--- src/pfp_pkg.sv ---
// Constants and carrier types for the pin fault protection block
package pfp_pkg;
  // ------------------------------------------------------------
  // Timing
  // ------------------------------------------------------------
  localparam int CLK_PERIOD_NS = 100;
  localparam int FIRST_LIMIT_LONG_NS = 2000;
  localparam int FIRST_LIMIT_SHORT_NS = 1000;
  localparam int BIAS_SAMPLE_DELAY_NS = 10000;
  localparam int FAULT_RECOVERY_DELAY_MS = 1500;
  // Longest times round down, least times round up
  localparam int FIRST_LIMIT_LONG_CYC = FIRST_LIMIT_LONG_NS / CLK_PERIOD_NS;
  localparam int FIRST_LIMIT_SHORT_CYC = FIRST_LIMIT_SHORT_NS / CLK_PERIOD_NS;
  localparam int BIAS_SAMPLE_CYC = (BIAS_SAMPLE_DELAY_NS + CLK_PERIOD_NS - 1) / CLK_PERIOD_NS;
  localparam int FAULT_RECOVERY_CYC = FAULT_RECOVERY_DELAY_MS * (1000000 / CLK_PERIOD_NS);
  localparam int FAULT_PULSE_COUNT = 3;
  localparam int PULSE_CNT_W = 8;
  localparam int RECOVERY_CNT_W = 24;

  // ------------------------------------------------------------
  // Types
  // ------------------------------------------------------------
  typedef enum logic [2:0] {ST_IDLE, ST_SETTLE, ST_RUN, ST_LOCKOUT, ST_RECOVER} pfp_state_t;

  // Analog comparator results arriving from the pins
  typedef struct packed {
    logic supplyAtOn;
    logic supplyAtOff;
    logic fetTypeSilicon;
    logic demagResHigh;
    logic csOverOcp;
    logic biasBelowOpen;
    logic biasOverVolt;
    logic demagPinOpen;
    logic demagPinShort;
    logic zvsPinOpen;
    logic zvsPinShort;
  } pfp_pins_t;

  typedef struct packed {
    logic csShort;
    logic csOpen;
    logic biasOpen;
    logic biasOverVolt;
    logic progPin;
  } pfp_faults_t;
endpackage : pfp_pkg

--- src/pfp_pin_fault_protection.sv ---
// Pin open/short fault detection and response sequencer
// Function
// - Silicon select: cut first pulse at limit, flag sense short, start recovery delay
// - Wide-bandgap select: first limit 2 us if demag resistor high, else 1 us
// - Sense short checked on first pulse only; sense open every cycle
// - Three consecutive over-threshold sense pulses: open fault, stop, recovery delay
// - Let bias regulator settle after supply turn-on before gate switches
// - 10 us after turn-on sample bias pin; below 14 V means lockout cycle
// - Bias over-voltage on three consecutive pulses triggers one lockout cycle
// - At start-up apply test voltage to program pins; any open or short sets the one progPin flag
// - Program pin fault: no switching, one lockout cycle, retry next cycle
// - During recovery only cycle supply; restart at turn-off after delay expires
module pfp_pin_fault_protection #(
  parameter int RECOVERY_CYCLES = pfp_pkg::FAULT_RECOVERY_CYC
) (
  input wire logic sys_clk,
  input wire logic sys_rst,
  input wire logic clkEn,
  input wire pfp_pkg::pfp_pins_t pinsAsync,
  input wire logic gateRequest,
  output logic lowSideGateDrive,
  output logic progPinTestEn,
  output logic lockoutRequest,
  output logic recoveryActive,
  output pfp_pkg::pfp_faults_t faultFlags
);
  // Delay counter must hold the whole recovery span
  if (RECOVERY_CYCLES < 1 || RECOVERY_CYCLES >= (1 << pfp_pkg::RECOVERY_CNT_W))
  begin : g_bad_recovery
    $error("RECOVERY_CYCLES out of range");
  end

  // ------------------------------------------------------------
  // Pin synchronisers
  // ------------------------------------------------------------
  pfp_pkg::pfp_pins_t syncA_q;
  pfp_pkg::pfp_pins_t pins_q;
  logic onPrev_q;
  logic offPrev_q;

  always_ff @(posedge sys_clk)
  begin
    if (sys_rst)
    begin
      syncA_q <= '0;
      pins_q <= '0;
      onPrev_q <= 1'b0;
      offPrev_q <= 1'b0;
    end
    else if (clkEn)
    begin
      syncA_q <= pinsAsync;
      pins_q <= syncA_q;
      onPrev_q <= pins_q.supplyAtOn;
      offPrev_q <= pins_q.supplyAtOff;
    end
  end

  wire logic onRise = pins_q.supplyAtOn & ~onPrev_q;
  wire logic offRise = pins_q.supplyAtOff & ~offPrev_q;

  // ------------------------------------------------------------
  // State and counters
  // ------------------------------------------------------------
  pfp_pkg::pfp_state_t state_q, state_d;
  logic [pfp_pkg::PULSE_CNT_W-1:0] timer_q;
  logic [pfp_pkg::RECOVERY_CNT_W-1:0] recCnt_q;
  logic firstPulse_q;
  logic [1:0] csCnt_q;
  logic [1:0] ovCnt_q;
  logic csSeen_q;
  logic ovSeen_q;
  logic gate_q;
  logic progTest_q;
  logic lockout_q;
  logic recovering_q;
  pfp_pkg::pfp_faults_t faults_q;

  // First pulse limit selection
  wire logic longLimit = pins_q.fetTypeSilicon | pins_q.demagResHigh;
  wire logic [pfp_pkg::PULSE_CNT_W-1:0] firstLimit = longLimit ?
    pfp_pkg::PULSE_CNT_W'(pfp_pkg::FIRST_LIMIT_LONG_CYC) :
    pfp_pkg::PULSE_CNT_W'(pfp_pkg::FIRST_LIMIT_SHORT_CYC);
  wire logic limitHit = firstPulse_q & gate_q & (timer_q == firstLimit - 8'h01);

  // Start-up checks
  wire logic sampleNow = (state_q == pfp_pkg::ST_SETTLE) &
    (timer_q == pfp_pkg::PULSE_CNT_W'(pfp_pkg::BIAS_SAMPLE_CYC - 1));
  wire logic progFault = pins_q.demagPinOpen | pins_q.demagPinShort |
    pins_q.zvsPinOpen | pins_q.zvsPinShort;
  wire logic biasOpenHit = sampleNow & pins_q.biasBelowOpen;
  wire logic progHit = sampleNow & progFault;

  // Cycle-by-cycle qualification at pulse end
  wire logic gateNext = (state_q == pfp_pkg::ST_RUN) & gateRequest & ~limitHit;
  wire logic pulseEnd = gate_q & ~gateNext;
  wire logic csThis = csSeen_q | pins_q.csOverOcp;
  wire logic ovThis = ovSeen_q | pins_q.biasOverVolt;
  wire logic [1:0] lastCount = 2'(pfp_pkg::FAULT_PULSE_COUNT - 1);
  wire logic csOpenHit = pulseEnd & csThis & (csCnt_q == lastCount);
  wire logic ovHit = pulseEnd & ovThis & (ovCnt_q == lastCount);
  wire logic recDone = (recCnt_q == pfp_pkg::RECOVERY_CNT_W'(RECOVERY_CYCLES - 1));

  // ------------------------------------------------------------
  // Sequencer
  // ------------------------------------------------------------
  always_comb
  begin
    state_d = state_q;
    case (state_q)
      pfp_pkg::ST_IDLE:
        if (onRise)
          state_d = pfp_pkg::ST_SETTLE;
      pfp_pkg::ST_SETTLE:
        if (biasOpenHit || progHit)
          state_d = pfp_pkg::ST_LOCKOUT;
        else if (sampleNow)
          state_d = pfp_pkg::ST_RUN;
      pfp_pkg::ST_RUN:
        if (limitHit || csOpenHit)
          state_d = pfp_pkg::ST_RECOVER;
        else if (ovHit || offRise)
          state_d = pfp_pkg::ST_LOCKOUT;
      pfp_pkg::ST_LOCKOUT:
        if (offRise)
          state_d = pfp_pkg::ST_IDLE;
      pfp_pkg::ST_RECOVER:
        if (recovering_q == 1'b0 && offRise)
          state_d = pfp_pkg::ST_IDLE;
      default:
        state_d = pfp_pkg::ST_IDLE;
    endcase
  end

  always_ff @(posedge sys_clk)
  begin
    if (sys_rst)
      state_q <= pfp_pkg::ST_IDLE;
    else if (clkEn)
      state_q <= state_d;
  end

  // Shared timer: settle delay, then gate on-time
  always_ff @(posedge sys_clk)
  begin
    if (sys_rst)
      timer_q <= '0;
    else if (clkEn)
      timer_q <= (state_q != state_d || !gate_q && state_q == pfp_pkg::ST_RUN) ? '0 :
        timer_q + 8'h01;
  end

  // Recovery delay runs regardless of supply cycling
  always_ff @(posedge sys_clk)
  begin
    if (sys_rst)
    begin
      recCnt_q <= '0;
      recovering_q <= 1'b0;
    end
    else if (clkEn)
    begin
      if (state_q == pfp_pkg::ST_RUN && state_d == pfp_pkg::ST_RECOVER)
      begin
        recCnt_q <= '0;
        recovering_q <= 1'b1;
      end
      else if (recovering_q)
      begin
        recCnt_q <= recCnt_q + 24'h000001;
        recovering_q <= ~recDone;
      end
    end
  end

  // Gate and per-pulse fault qualification
  always_ff @(posedge sys_clk)
  begin
    if (sys_rst)
    begin
      gate_q <= 1'b0;
      firstPulse_q <= 1'b0;
      csSeen_q <= 1'b0;
      ovSeen_q <= 1'b0;
      csCnt_q <= '0;
      ovCnt_q <= '0;
    end
    else if (clkEn)
    begin
      gate_q <= gateNext;
      if (state_q == pfp_pkg::ST_SETTLE)
        firstPulse_q <= 1'b1;
      else if (pulseEnd)
        firstPulse_q <= 1'b0;
      csSeen_q <= gateNext & csThis & gate_q;
      ovSeen_q <= gateNext & ovThis & gate_q;
      if (state_q != pfp_pkg::ST_RUN)
      begin
        csCnt_q <= '0;
        ovCnt_q <= '0;
      end
      else if (pulseEnd)
      begin
        csCnt_q <= csThis ? csCnt_q + 2'h1 : 2'h0;
        ovCnt_q <= ovThis ? ovCnt_q + 2'h1 : 2'h0;
      end
    end
  end

  // Fault flags hold until the next start-up
  always_ff @(posedge sys_clk)
  begin
    if (sys_rst)
    begin
      faults_q <= '0;
      progTest_q <= 1'b0;
      lockout_q <= 1'b0;
    end
    else if (clkEn)
    begin
      if (onRise && state_q == pfp_pkg::ST_IDLE)
        faults_q <= '0;
      else
      begin
        faults_q.csShort <= faults_q.csShort | limitHit;
        faults_q.csOpen <= faults_q.csOpen | (csOpenHit & ~limitHit);
        faults_q.biasOpen <= faults_q.biasOpen | biasOpenHit;
        faults_q.biasOverVolt <= faults_q.biasOverVolt | (ovHit & ~limitHit & ~csOpenHit);
        faults_q.progPin <= faults_q.progPin | progHit;
      end
      progTest_q <= (state_d == pfp_pkg::ST_SETTLE);
      lockout_q <= (state_d == pfp_pkg::ST_LOCKOUT) || (state_d == pfp_pkg::ST_RECOVER);
    end
  end

  assign lowSideGateDrive = gate_q;
  assign progPinTestEn = progTest_q;
  assign lockoutRequest = lockout_q;
  assign recoveryActive = recovering_q;
  assign faultFlags = faults_q;

  // On-time seen at the gate output, kept apart from the shared timer
  logic [pfp_pkg::PULSE_CNT_W-1:0] onTime_q;

  always_ff @(posedge sys_clk)
  begin
    if (sys_rst)
      onTime_q <= '0;
    else if (clkEn)
      onTime_q <= gate_q ? onTime_q + 8'h01 : '0;
  end
endmodule : pfp_pin_fault_protection

--- config.mk ---
export PLATFORM = sky130hd
export DESIGN_NAME = pfp_pin_fault_protection
export DESIGN_NICKNAME = d
export VERILOG_FILES = /design/src/pfp_pkg.sv /design/src/pfp_pin_fault_protection.sv
export SDC_FILE = /design/constraint.sdc
export NUM_CORES = 1
export LEC_CHECK = 0
export ABC_AREA = 1
export BUFFER_PORTS_ARGS = -buffer_cell sky130_fd_sc_hd__buf_4
export CAP_MARGIN = 40
export CORE_AREA = 2 2 79 96
export DETAILED_ROUTE_END_ITERATION = 8
export DIE_AREA = 0 0 81 98
export GPL_TIMING_DRIVEN = 1
export PLACE_DENSITY = 0.79
export SLEW_MARGIN = 15
export SYNTH_ARGS = -nofsm -noshare
export SYNTH_HDL_FRONTEND = slang
export SYNTH_SLANG_ARGS = --single-unit
--- constraint.sdc ---
create_clock -name sys_clk -period 1.65 [get_ports sys_clk]
set_clock_uncertainty 0.1 [all_clocks]
set_input_delay 0.33 -clock sys_clk [delete_from_list [all_inputs] [get_ports sys_clk]]
set_output_delay 0.33 -clock sys_clk [all_outputs]
set_load 0.1 [all_outputs]
; ---- Word level (Yosys, flattened, before mapping)
; Index checks and enable logic that the tools add are counted.
[word_totals]
ff_bits = 75
latch_bits = 0
ramBits = 0
romBits = 0
input_bits = 15
output_inout_bits = 9
wordCells = 139
memories = 0
[op_classes]
n_addsub = 5
mul = 0
div_mod_pow = 0
order_cmp = 0
eq_ne = 14
shifts = 0
mux = 23
bitwise_logic = 39
n_reduce_logical = 17
[ops]
columns = cell, count
row1 = two-way mux 24 bit, 2
row2 = "adder 24 x 1 -> 24 bit, second input constant", 1
row3 = "== test 24 bit, second input constant", 1
row4 = AND 1 bit, 21
row5 = two-way mux 3 bit, 7
row6 = case mux 3 bit (5 select lines), 1
row7 = two-way mux 2 bit, 6
row8 = bitwise OR 1 bit, 11
row9 = two-way mux 5 bit, 2
row10 = "== test 3 x 2 -> 1 bit, second input constant", 3
row11 = "adder 8 x 1 -> 8 bit, second input constant", 1
row12 = "== test 8 x 7 -> 1 bit, second input constant", 1
row13 = == test 8 bit, 1
row14 = two-way mux 8 bit, 1
row15 = NOT 1 bit, 7
row16 = "== test 3 x 1 -> 1 bit, second input constant", 2
row17 = "== test 3 bit, second input constant", 2
row18 = AND reduction 2 bit, 3
row19 = nonzero test 2 bit, 3
row20 = "subtractor 5 x 1 -> 6 bit, second input constant", 1
row21 = logical OR 1 bit, 5
row22 = "adder 2 x 1 -> 2 bit, second input constant", 2
row23 = "== test 2 bit, second input constant", 2
row24 = logical AND 1 bit, 4
row25 = 5 further kinds, 8

; ---- Longest topological paths before layout
; Gate-level depths: netlist (run 1).
[logic_depth]
word_depth = 19
mapped_depth = 16
mapped_depth_nobuf = 16

; ---- Worst setup path before layout (run 1)
; No wires, ideal clock.
[synth_path]
kind = register to register
from = register gate_q (netlist: lowSideGateDrive)
to = register ovCnt_q[0]
arrival_time_ns = 2.279
slack_ns = -0.849
stages_incl_launch_ff = 10
period_less_slack_ns = 2.499
cell_sequence = dfxtp_1 nand3_1 nor2_4 nand3_4 nand2_2 nand2_1 a21oi_1 inv_1 o21ai_0 a21oi_1
[synth_between]
elab_chain_len = 8
[synth_lines]
columns = item, line_no
row1 = from (decl), pfp_pin_fault_protection.sv:73  ; logic gate_q;
row2 = from (signal assigned), pfp_pin_fault_protection.sv:190  ; gate_q <= gateNext;
row3 = AND 1 bit (2 in a row), pfp_pin_fault_protection.sv:84  ; wire logic limitHit = firstPulse_q & gate_q & (timer_q == firstLimit - 8'h01);
row4 = NOT 1 bit, pfp_pin_fault_protection.sv:95  ; wire logic gateNext = (state_q == pfp_pkg::ST_RUN) & gateRequest & ~limitHit;
row5 = AND 1 bit, pfp_pin_fault_protection.sv:95
row6 = NOT 1 bit, pfp_pin_fault_protection.sv:96  ; wire logic pulseEnd = gate_q & ~gateNext;
row7 = AND 1 bit (*), pfp_pin_fault_protection.sv:96
row8 = nonzero test 2 bit (no source line) (*), -
row9 = AND reduction 2 bit (no source line) (*), -
row10 = to (signal assigned), pfp_pin_fault_protection.sv:205  ; ovCnt_q <= ovThis ? ovCnt_q + 2'h1 : 2'h0;
row11 = to (decl), pfp_pin_fault_protection.sv:70  ; logic [1:0] ovCnt_q;
; Mark *: on every way between the ends. The rest lies on a longest branch, timed or not.
; A chain may end at the register's enable or synchronous reset.

; ---- Worst setup path after layout (run 1)
[layout_path]
from = register ovCnt_q[0]
to = register timer_q[6] (netlist bit)
[layout_between]
elab_chain_len = 9
[layout_lines]
columns = item, line_no
row1 = == test 2 bit, pfp_pin_fault_protection.sv:101  ; wire logic ovHit = pulseEnd & ovThis & (ovCnt_q == lastCount);
row2 = AND 1 bit, pfp_pin_fault_protection.sv:101
row3 = logical OR 1 bit, pfp_pin_fault_protection.sv:122  ; else if (ovHit || offRise)
row4 = two-way mux 3 bit, pfp_pin_fault_protection.sv:122
row5 = two-way mux 3 bit, pfp_pin_fault_protection.sv:120  ; if (limitHit || csOpenHit)
row6 = case mux 3 bit (5 select lines), pfp_pin_fault_protection.sv:110  ; case (state_q)
row7 = inequality test 3 bit, pfp_pin_fault_protection.sv:149  ; timer_q <= (state_q != state_d || !gate_q && state_q == pfp_pkg::ST_RUN) ? '0 :
row8 = logical OR 1 bit, pfp_pin_fault_protection.sv:149
row9 = two-way mux 8 bit, pfp_pin_fault_protection.sv:149
row10 = to (signal assigned), pfp_pin_fault_protection.sv:149
row11 = to (decl), pfp_pin_fault_protection.sv:66  ; logic [pfp_pkg::PULSE_CNT_W-1:0] timer_q;
; No other way between the ends.

==> results of run 1 <==
[worst paths after layout]
path	slack, ns	endpoint
max reg2reg	-0.32	timer_q[6]
max	-0.32	timer_q[6]
min reg2reg	0.36	onPrev_q
min	0.08	syncA_q[4]
[through the flow]
| stage | TNS [ns] | cells |
|---|---|---|
| 2_1_floorplan | -3.639 | 514 |
| 3_3_place_gp | -3.034 | 692 |
| 3_5_place_dp | -5.887 | 692 |
| 4_1_cts | -3.974 | 720 |
| 5_1_grt | -12.85 | 724 |
| 6_report | -8.565 | 724 |
[logic make-up after synthesis]
| logic type | Yosys count | synth area share, % |
|---|---|---|
| flops | 75 | 40.42 |
| xor+xnor | 14 | 3.301 |
| compound gates | 100 | 14.79 |
| buf+inv | 68 | 7.376 |
| fa+ha+maj | 4 | 1.347 |
| simple gates | 253 | 32.77 |
[metal layers]
layer | vias up | part of all wire (%) | routed length, um
met3 | 47 | 5.4 | 621
met1 | 1948 | 37 | 4243
met4 | 0 | 4.3 | 491
met5 | - | 0 | 0
met2 | 177 | 54 | 6186
li1 | 1927 | - | -
[cells in the final DEF, fill, tap and decap left out, types with 4 or more instances in the layout]
cell,count
clkbuf_8,9
o21ai_2,5
nand2_2,16
nand4_1,9
nor2_1,79
nor3_4,5
a21oi_2,10
buf_6,13
nand3_2,9
buf_4,107
inv_2,10
inv_1,39
inv_6,4
nand3_4,4
a21oi_1,31
nand2_1,64
nor2_2,13
nor3_1,5
dfxtp_2,11
o21ai_1,5
xor2_1,11
nor2_4,6
nand3_1,21
o21ai_0,32
nand2_4,6
dfxtp_1,61
[sequential cells by signal, summed over array words and instances (netlist names)]
name	cells
csCnt_q	2
pins_q	11
csSeen_q	1
lowSideGateDrive	1
ovSeen_q	1
state_q	3
syncA_q	11
offPrev_q	1
ovCnt_q	2
onPrev_q	1
recCnt_q	24
progPinTestEn	1
timer_q	8
lockoutRequest	1
faultFlags	5
firstPulse_q	1
recoveryActive	1
[power by group]
group	internal (mW)	switching (mW)
combinational	0.182	0.279
sequential	1.86	0.0408
clock	0.569	0.791
total	2.62	1.11
[worst max-delay path, cell delays in order, from the launching register on]
cell,delay (ns)
dfxtp_1,0.33
inv_1,0.07
ha_1,0.18
nor3b_1,0.42
nand2_4,0.09
nand2_2,0.08
nand2_2,0.07
nand2_2,0.07
nand2_1,0.05
nand2_1,0.05
nand2_1,0.06
nand2_2,0.10
nand2_8,0.10
nor2_2,0.11
[layout make-up]
type / count / area share, %
clock inverter: 7 / 1.118
timing repair buffer: 120 / 18.05
multi-input combinational: 371 / 43.42
clock buffer: 9 / 2.354
tap: 90 / 2.140
sequential: 75 / 29.01
inverter: 52 / 3.900
[timing repair]
item,in CTS,in global routing
setup buffers,12,5
resized for setup,64,54
setup endpoints to repair,41,45
pin swaps,21,26
==> results.cfg, run 1 <==
[logic_synthesis]
synth_ff_type = dfxtp_1
synth_edf_count = 0
synth_top_area_share_pct = 40.42
yosys-top-cells-count = nor2_1, nand2_1, dfxtp_1
yosysMostFrequentCell = nor2_1
avgSynthCellArea_sq_um = 7.227
syn-cell-area_sq_um = 3715
yosysTopAreaCell = dfxtp_1
synth_cell_type_count = 41
syn-num-nets = 533
ys_seq_area_share_pct = 40.42
syn_inst = 514
synth_seq_cells = 75
synthTopCellsByArea = dfxtp_1, nor2_1, nand2_1
synth_warnings = 0
ys_async_sr_fraction_pct = 0

[floorplanning]
core_area_sq_um = 7062
pin_count = 24
rows = 34
start_util_pct = 52.60
die_w_um = 81
die_area_sq_um = 7938
fp.dieH_um = 98

[sta]
setup_ws_ns = -0.3164
hold_slack_ns = 0.08494
post-route-min-period_ns = 1.966
tightest_slew_ns = 0.5375
fin_crit_sh_pct = 119.2
finalSetupViolations = 42
slew_headroom_pct = 64.08
drv_slew = 0
clock.fmax_mhz = 508.5
hold_viol = 0
rsz0062_at_grt = yes

[grt]
grt_max_degree = 43
grt.met3_usage_pct = 5.453
use_met1_pct = 30.27
track_usage_pct = 27.33
overflow = 0
grt_util_met2_pct = 48.82
grt_pass1_vias = 3851
grt_pass1_wl_mm = 17.05
grt_antenna_before_repair = 0
grt_most_used_layer = met2

[cts]
htree_levels = 3
clk_pin_slew_ns = 0.09
cts.sinks = 75
clockBufferDepth = 2
clock_latency_ns = 0.36
cts_buffers = 9
root_buffer = clkbuf_8
ctsHoldBuffers = 0
tritoncts = done

[run_status]
status = finished with violations
violations = negative setup slack

[placed_design]
pre_cts_slack_ns = -0.2214
gp_congestion = 0.9741
port_buffers = 23
dp_hpwl_mm = 6.912
placed_cell_area_sq_um = 4558

[setup_path]
r2r_start = ovCnt_q[0]
crit_arrival_ns = 2.16
start_kind = flop
endpoint_kind = flop
cp.required_ns = 1.85
startpoint = ovCnt_q[0]
path_max_fanout = 8
critPathKind = reg -> reg
reg2regPathDepth = 13

[final_layout]
seq_area_sq_um = 1526
area_growth_pct = 41.63
fillers = 498
final_area_sq_um = 5261
postLayoutCoreUtil_pct = 74.50
final_nets = 648
layout-drive-gt1-share_pct = 40.38
antenna_cells = 0
multi_input_area_sq_um = 2285

[route]
wl_mm = 11.54
ant_nets = 0
drcViolationCount = 0
wire_per_inst_um = 15.94
via_per_inst = 5.662
drt_pass1_iterations = 5
vias = 4099
drt_iter0_drc = 244

[hold_path]
hp-start = pinsAsync[4]
hold_path_class = in -> reg
hold_depth = 3

[power]
total_power_mw = 3.727
p_leak_nw = 2.185
powerDensity_nw_per_um2 = 708.4
vdd_drop_max_mv = 0.8152

[run]
maxCapViolations = 0
(Power assumes the default switching activity.)
==> inputs of run 2 (changes only) <==
--- a/config.mk
+++ b/config.mk
@@ -6,12 +6,11 @@
 export NUM_CORES = 1
 export LEC_CHECK = 0
-export ABC_AREA = 1
 export BUFFER_PORTS_ARGS = -buffer_cell sky130_fd_sc_hd__buf_4
 export CAP_MARGIN = 40
-export CORE_AREA = 2 2 79 96
+export CORE_AREA = 2 2 77 94
 export DETAILED_ROUTE_END_ITERATION = 8
-export DIE_AREA = 0 0 81 98
+export DIE_AREA = 0 0 79 96
 export GPL_TIMING_DRIVEN = 1
-export PLACE_DENSITY = 0.79
+export PLACE_DENSITY = 0.78
 export SLEW_MARGIN = 15
 export SYNTH_ARGS = -nofsm -noshare
==> constraint.sdc (replaced) <==
create_clock -name sys_clk -period 1.65 [get_ports sys_clk]
set_clock_uncertainty 0.1 [all_clocks]
set_input_delay 0.165 -clock sys_clk [delete_from_list [all_inputs] [get_ports sys_clk]]
set_output_delay 0.165 -clock sys_clk [all_outputs]
set_load 0.1 [all_outputs]
==> results.cfg, run 2 <==
[logic_synthesis]
synth_cell_type_count = 59
syn-cell-area_sq_um = 3500
ys_seq_area_share_pct = 42.90
syn_inst = 412
synth_warnings = 0
synth_top_area_share_pct = 42.90
synthTopCellsByArea = dfxtp_1, mux2i_1, nor2_1
synth_ff_type = dfxtp_1
yosys-top-cells-count = dfxtp_1, nor2_1, a21oi_1, mux2i_1
yosysTopAreaCell = dfxtp_1
synth_seq_cells = 75
avgSynthCellArea_sq_um = 8.494
ys_async_sr_fraction_pct = 0
yosysMostFrequentCell = dfxtp_1
syn-num-nets = 431
synth_edf_count = 0

[cts]
clock_latency_ns = 0.36
tritoncts = done
clk_pin_slew_ns = 0.09
cts.sinks = 75
root_buffer = clkbuf_8
htree_levels = 3
cts_buffers = 9
clockBufferDepth = 2

[sta]
drv_slew = 0
clock.fmax_mhz = 448.9
slew_headroom_pct = 69.92
fin_crit_sh_pct = 135.0
setup_ws_ns = -0.5775
hold_slack_ns = 0.05432
rsz0062_at_grt = yes
tightest_slew_ns = 0.4398
finalSetupViolations = 51
post-route-min-period_ns = 2.227
hold_viol = 0

[grt]
grt_pass1_vias = 3678
grt_max_degree = 26
track_usage_pct = 27.06
overflow = 0
grt_antenna_before_repair = 0
grt_pass1_wl_mm = 16.04

[route]
via_per_inst = 5.856
ant_nets = 0
drt_pass1_iterations = 5
wire_per_inst_um = 16.78
drt_iter0_drc = 243
vias = 3654
drcViolationCount = 0
wl_mm = 10.47

[final_layout]
layout-drive-gt1-share_pct = 34.45
layout_common_cells = buf_4, dfxtp_1, nor2_1, mux2i_1, a21oi_1
stdcell_count = 624
final_common_cell = buf_4
antenna_cells = 0
max_flop_register = recCnt_q
reg_top3 = recCnt_q (24), pins_q (11), syncA_q (11)
final_nets = 551
largest_reg_flops = 24
area_growth_pct = 44.94

[setup_path]
critPathKind = reg -> reg
start_kind = flop
worst_path_largest_cell_delay_ns = 0.47
critPathSlowestCell = or4_4
cp.required_ns = 1.83
path_max_fanout = 8
worstPathCellList = or2_1 -> or4_4 -> o211a_1 -> or2_1 -> o221a_4 -> nor3_1
path_common_cell = or2_1
ff2ff_setup_slack_ns = -0.58
endpoint_kind = flop
reg2regPathDepth = 6
crit_arrival_ns = 2.41

[placed_design]
dp_hpwl_mm = 6.400
pre_cts_slack_ns = -0.6950
place_inst = 585
port_buffers = 23
gp_congestion = 1.018

[floorplanning]
pin_count = 24
start_util_pct = 52.32
fp.dieH_um = 96
die_w_um = 79
die_area_sq_um = 7584
core_area_sq_um = 6689
rows = 33

[run_status]
status = finished with violations
violations = negative setup slack

[hold_path]
hold_depth = 2
hold_path_class = in -> reg

[run]
maxCapViolations = 0

[power]
p_leak_nw = 2.060
vdd_drop_max_mv = 0.6394
powerDensity_nw_per_um2 = 772.4
run 2: what timing repair did:
action	in CTS	in global routing
buffers inserted	6	4
resized for setup	19	47
setup endpoints to repair	51	51
hold buffers	11	0
pin swaps	8	16
gates cloned	0	2
endpoints found under the hold margin	11	0
run 2: metal layers:
layer  wire length, um  vias up  track usage, %
li1                  -     1735               -
met1              4098     1721           28.15
met2              5501      151           50.35
met3               460       47           5.629
met4               411        0           15.23
met5                 0        -               0
run 2: critical path, delay by kind of cell (launching register included):
family             cells  cell delay (ns)
AOI/OAI and AO/OA      2             0.59
DFF                    1             0.31
and+or+nand+nor        4             1.16
run 2: cells by family after synthesis:
group                    count (synthesis)  share of synthesized area [%]
AO/OA/AOI/OAI                           87                          15.91
buffers and inverters                   31                          3.397
AND/OR/NAND/NOR                        178                          26.06
XOR/XNOR                                 8                          2.002
adder cells (fa/ha/maj)                  4                          1.430
multiplexers                            29                          8.295
flip-flops                              75                          42.90
run 2: cell type report:
type                       count  area (sq um)
clock buffer                   9         123.9
clock inverter                 7         100.1
fill                         452          1617
inverter                      11         41.29
multi-input combinational    306          2127
sequential                    75          1518
tap                           87         108.9
timing repair buffer         129          1054
run 2: final timing paths:
path                   start          to
setup / recovery  timer_q[7]  timer_q[6]
hold / removal       sys_rst  syncA_q[6]
setup reg to reg  timer_q[7]  timer_q[6]
hold reg to reg   csCnt_q[1]  csCnt_q[1]
run 2: where the power goes:
| group | internal [mW] | switching, mW |
|---|---|---|
| combinational | 0.196 | 0.242 |
| clock | 0.858 | 0.742 |
| sequential | 1.85 | 0.0316 |
run 2: through the flow:
stage	util [%]	instance area, sq um	total power, mW	TNS [ns]
2_1_floorplan	-	3523	2.117	-21.62
4_1_cts	72.26	4833	3.887	-21.71
5_1_grt	75.83	5072	4.039	-26.32
3_5_place_dp	65.28	4367	2.266	-26.88
6_report	75.83	5072	3.918	-23.05
3_3_place_gp	65.28	4367	2.251	-23.41
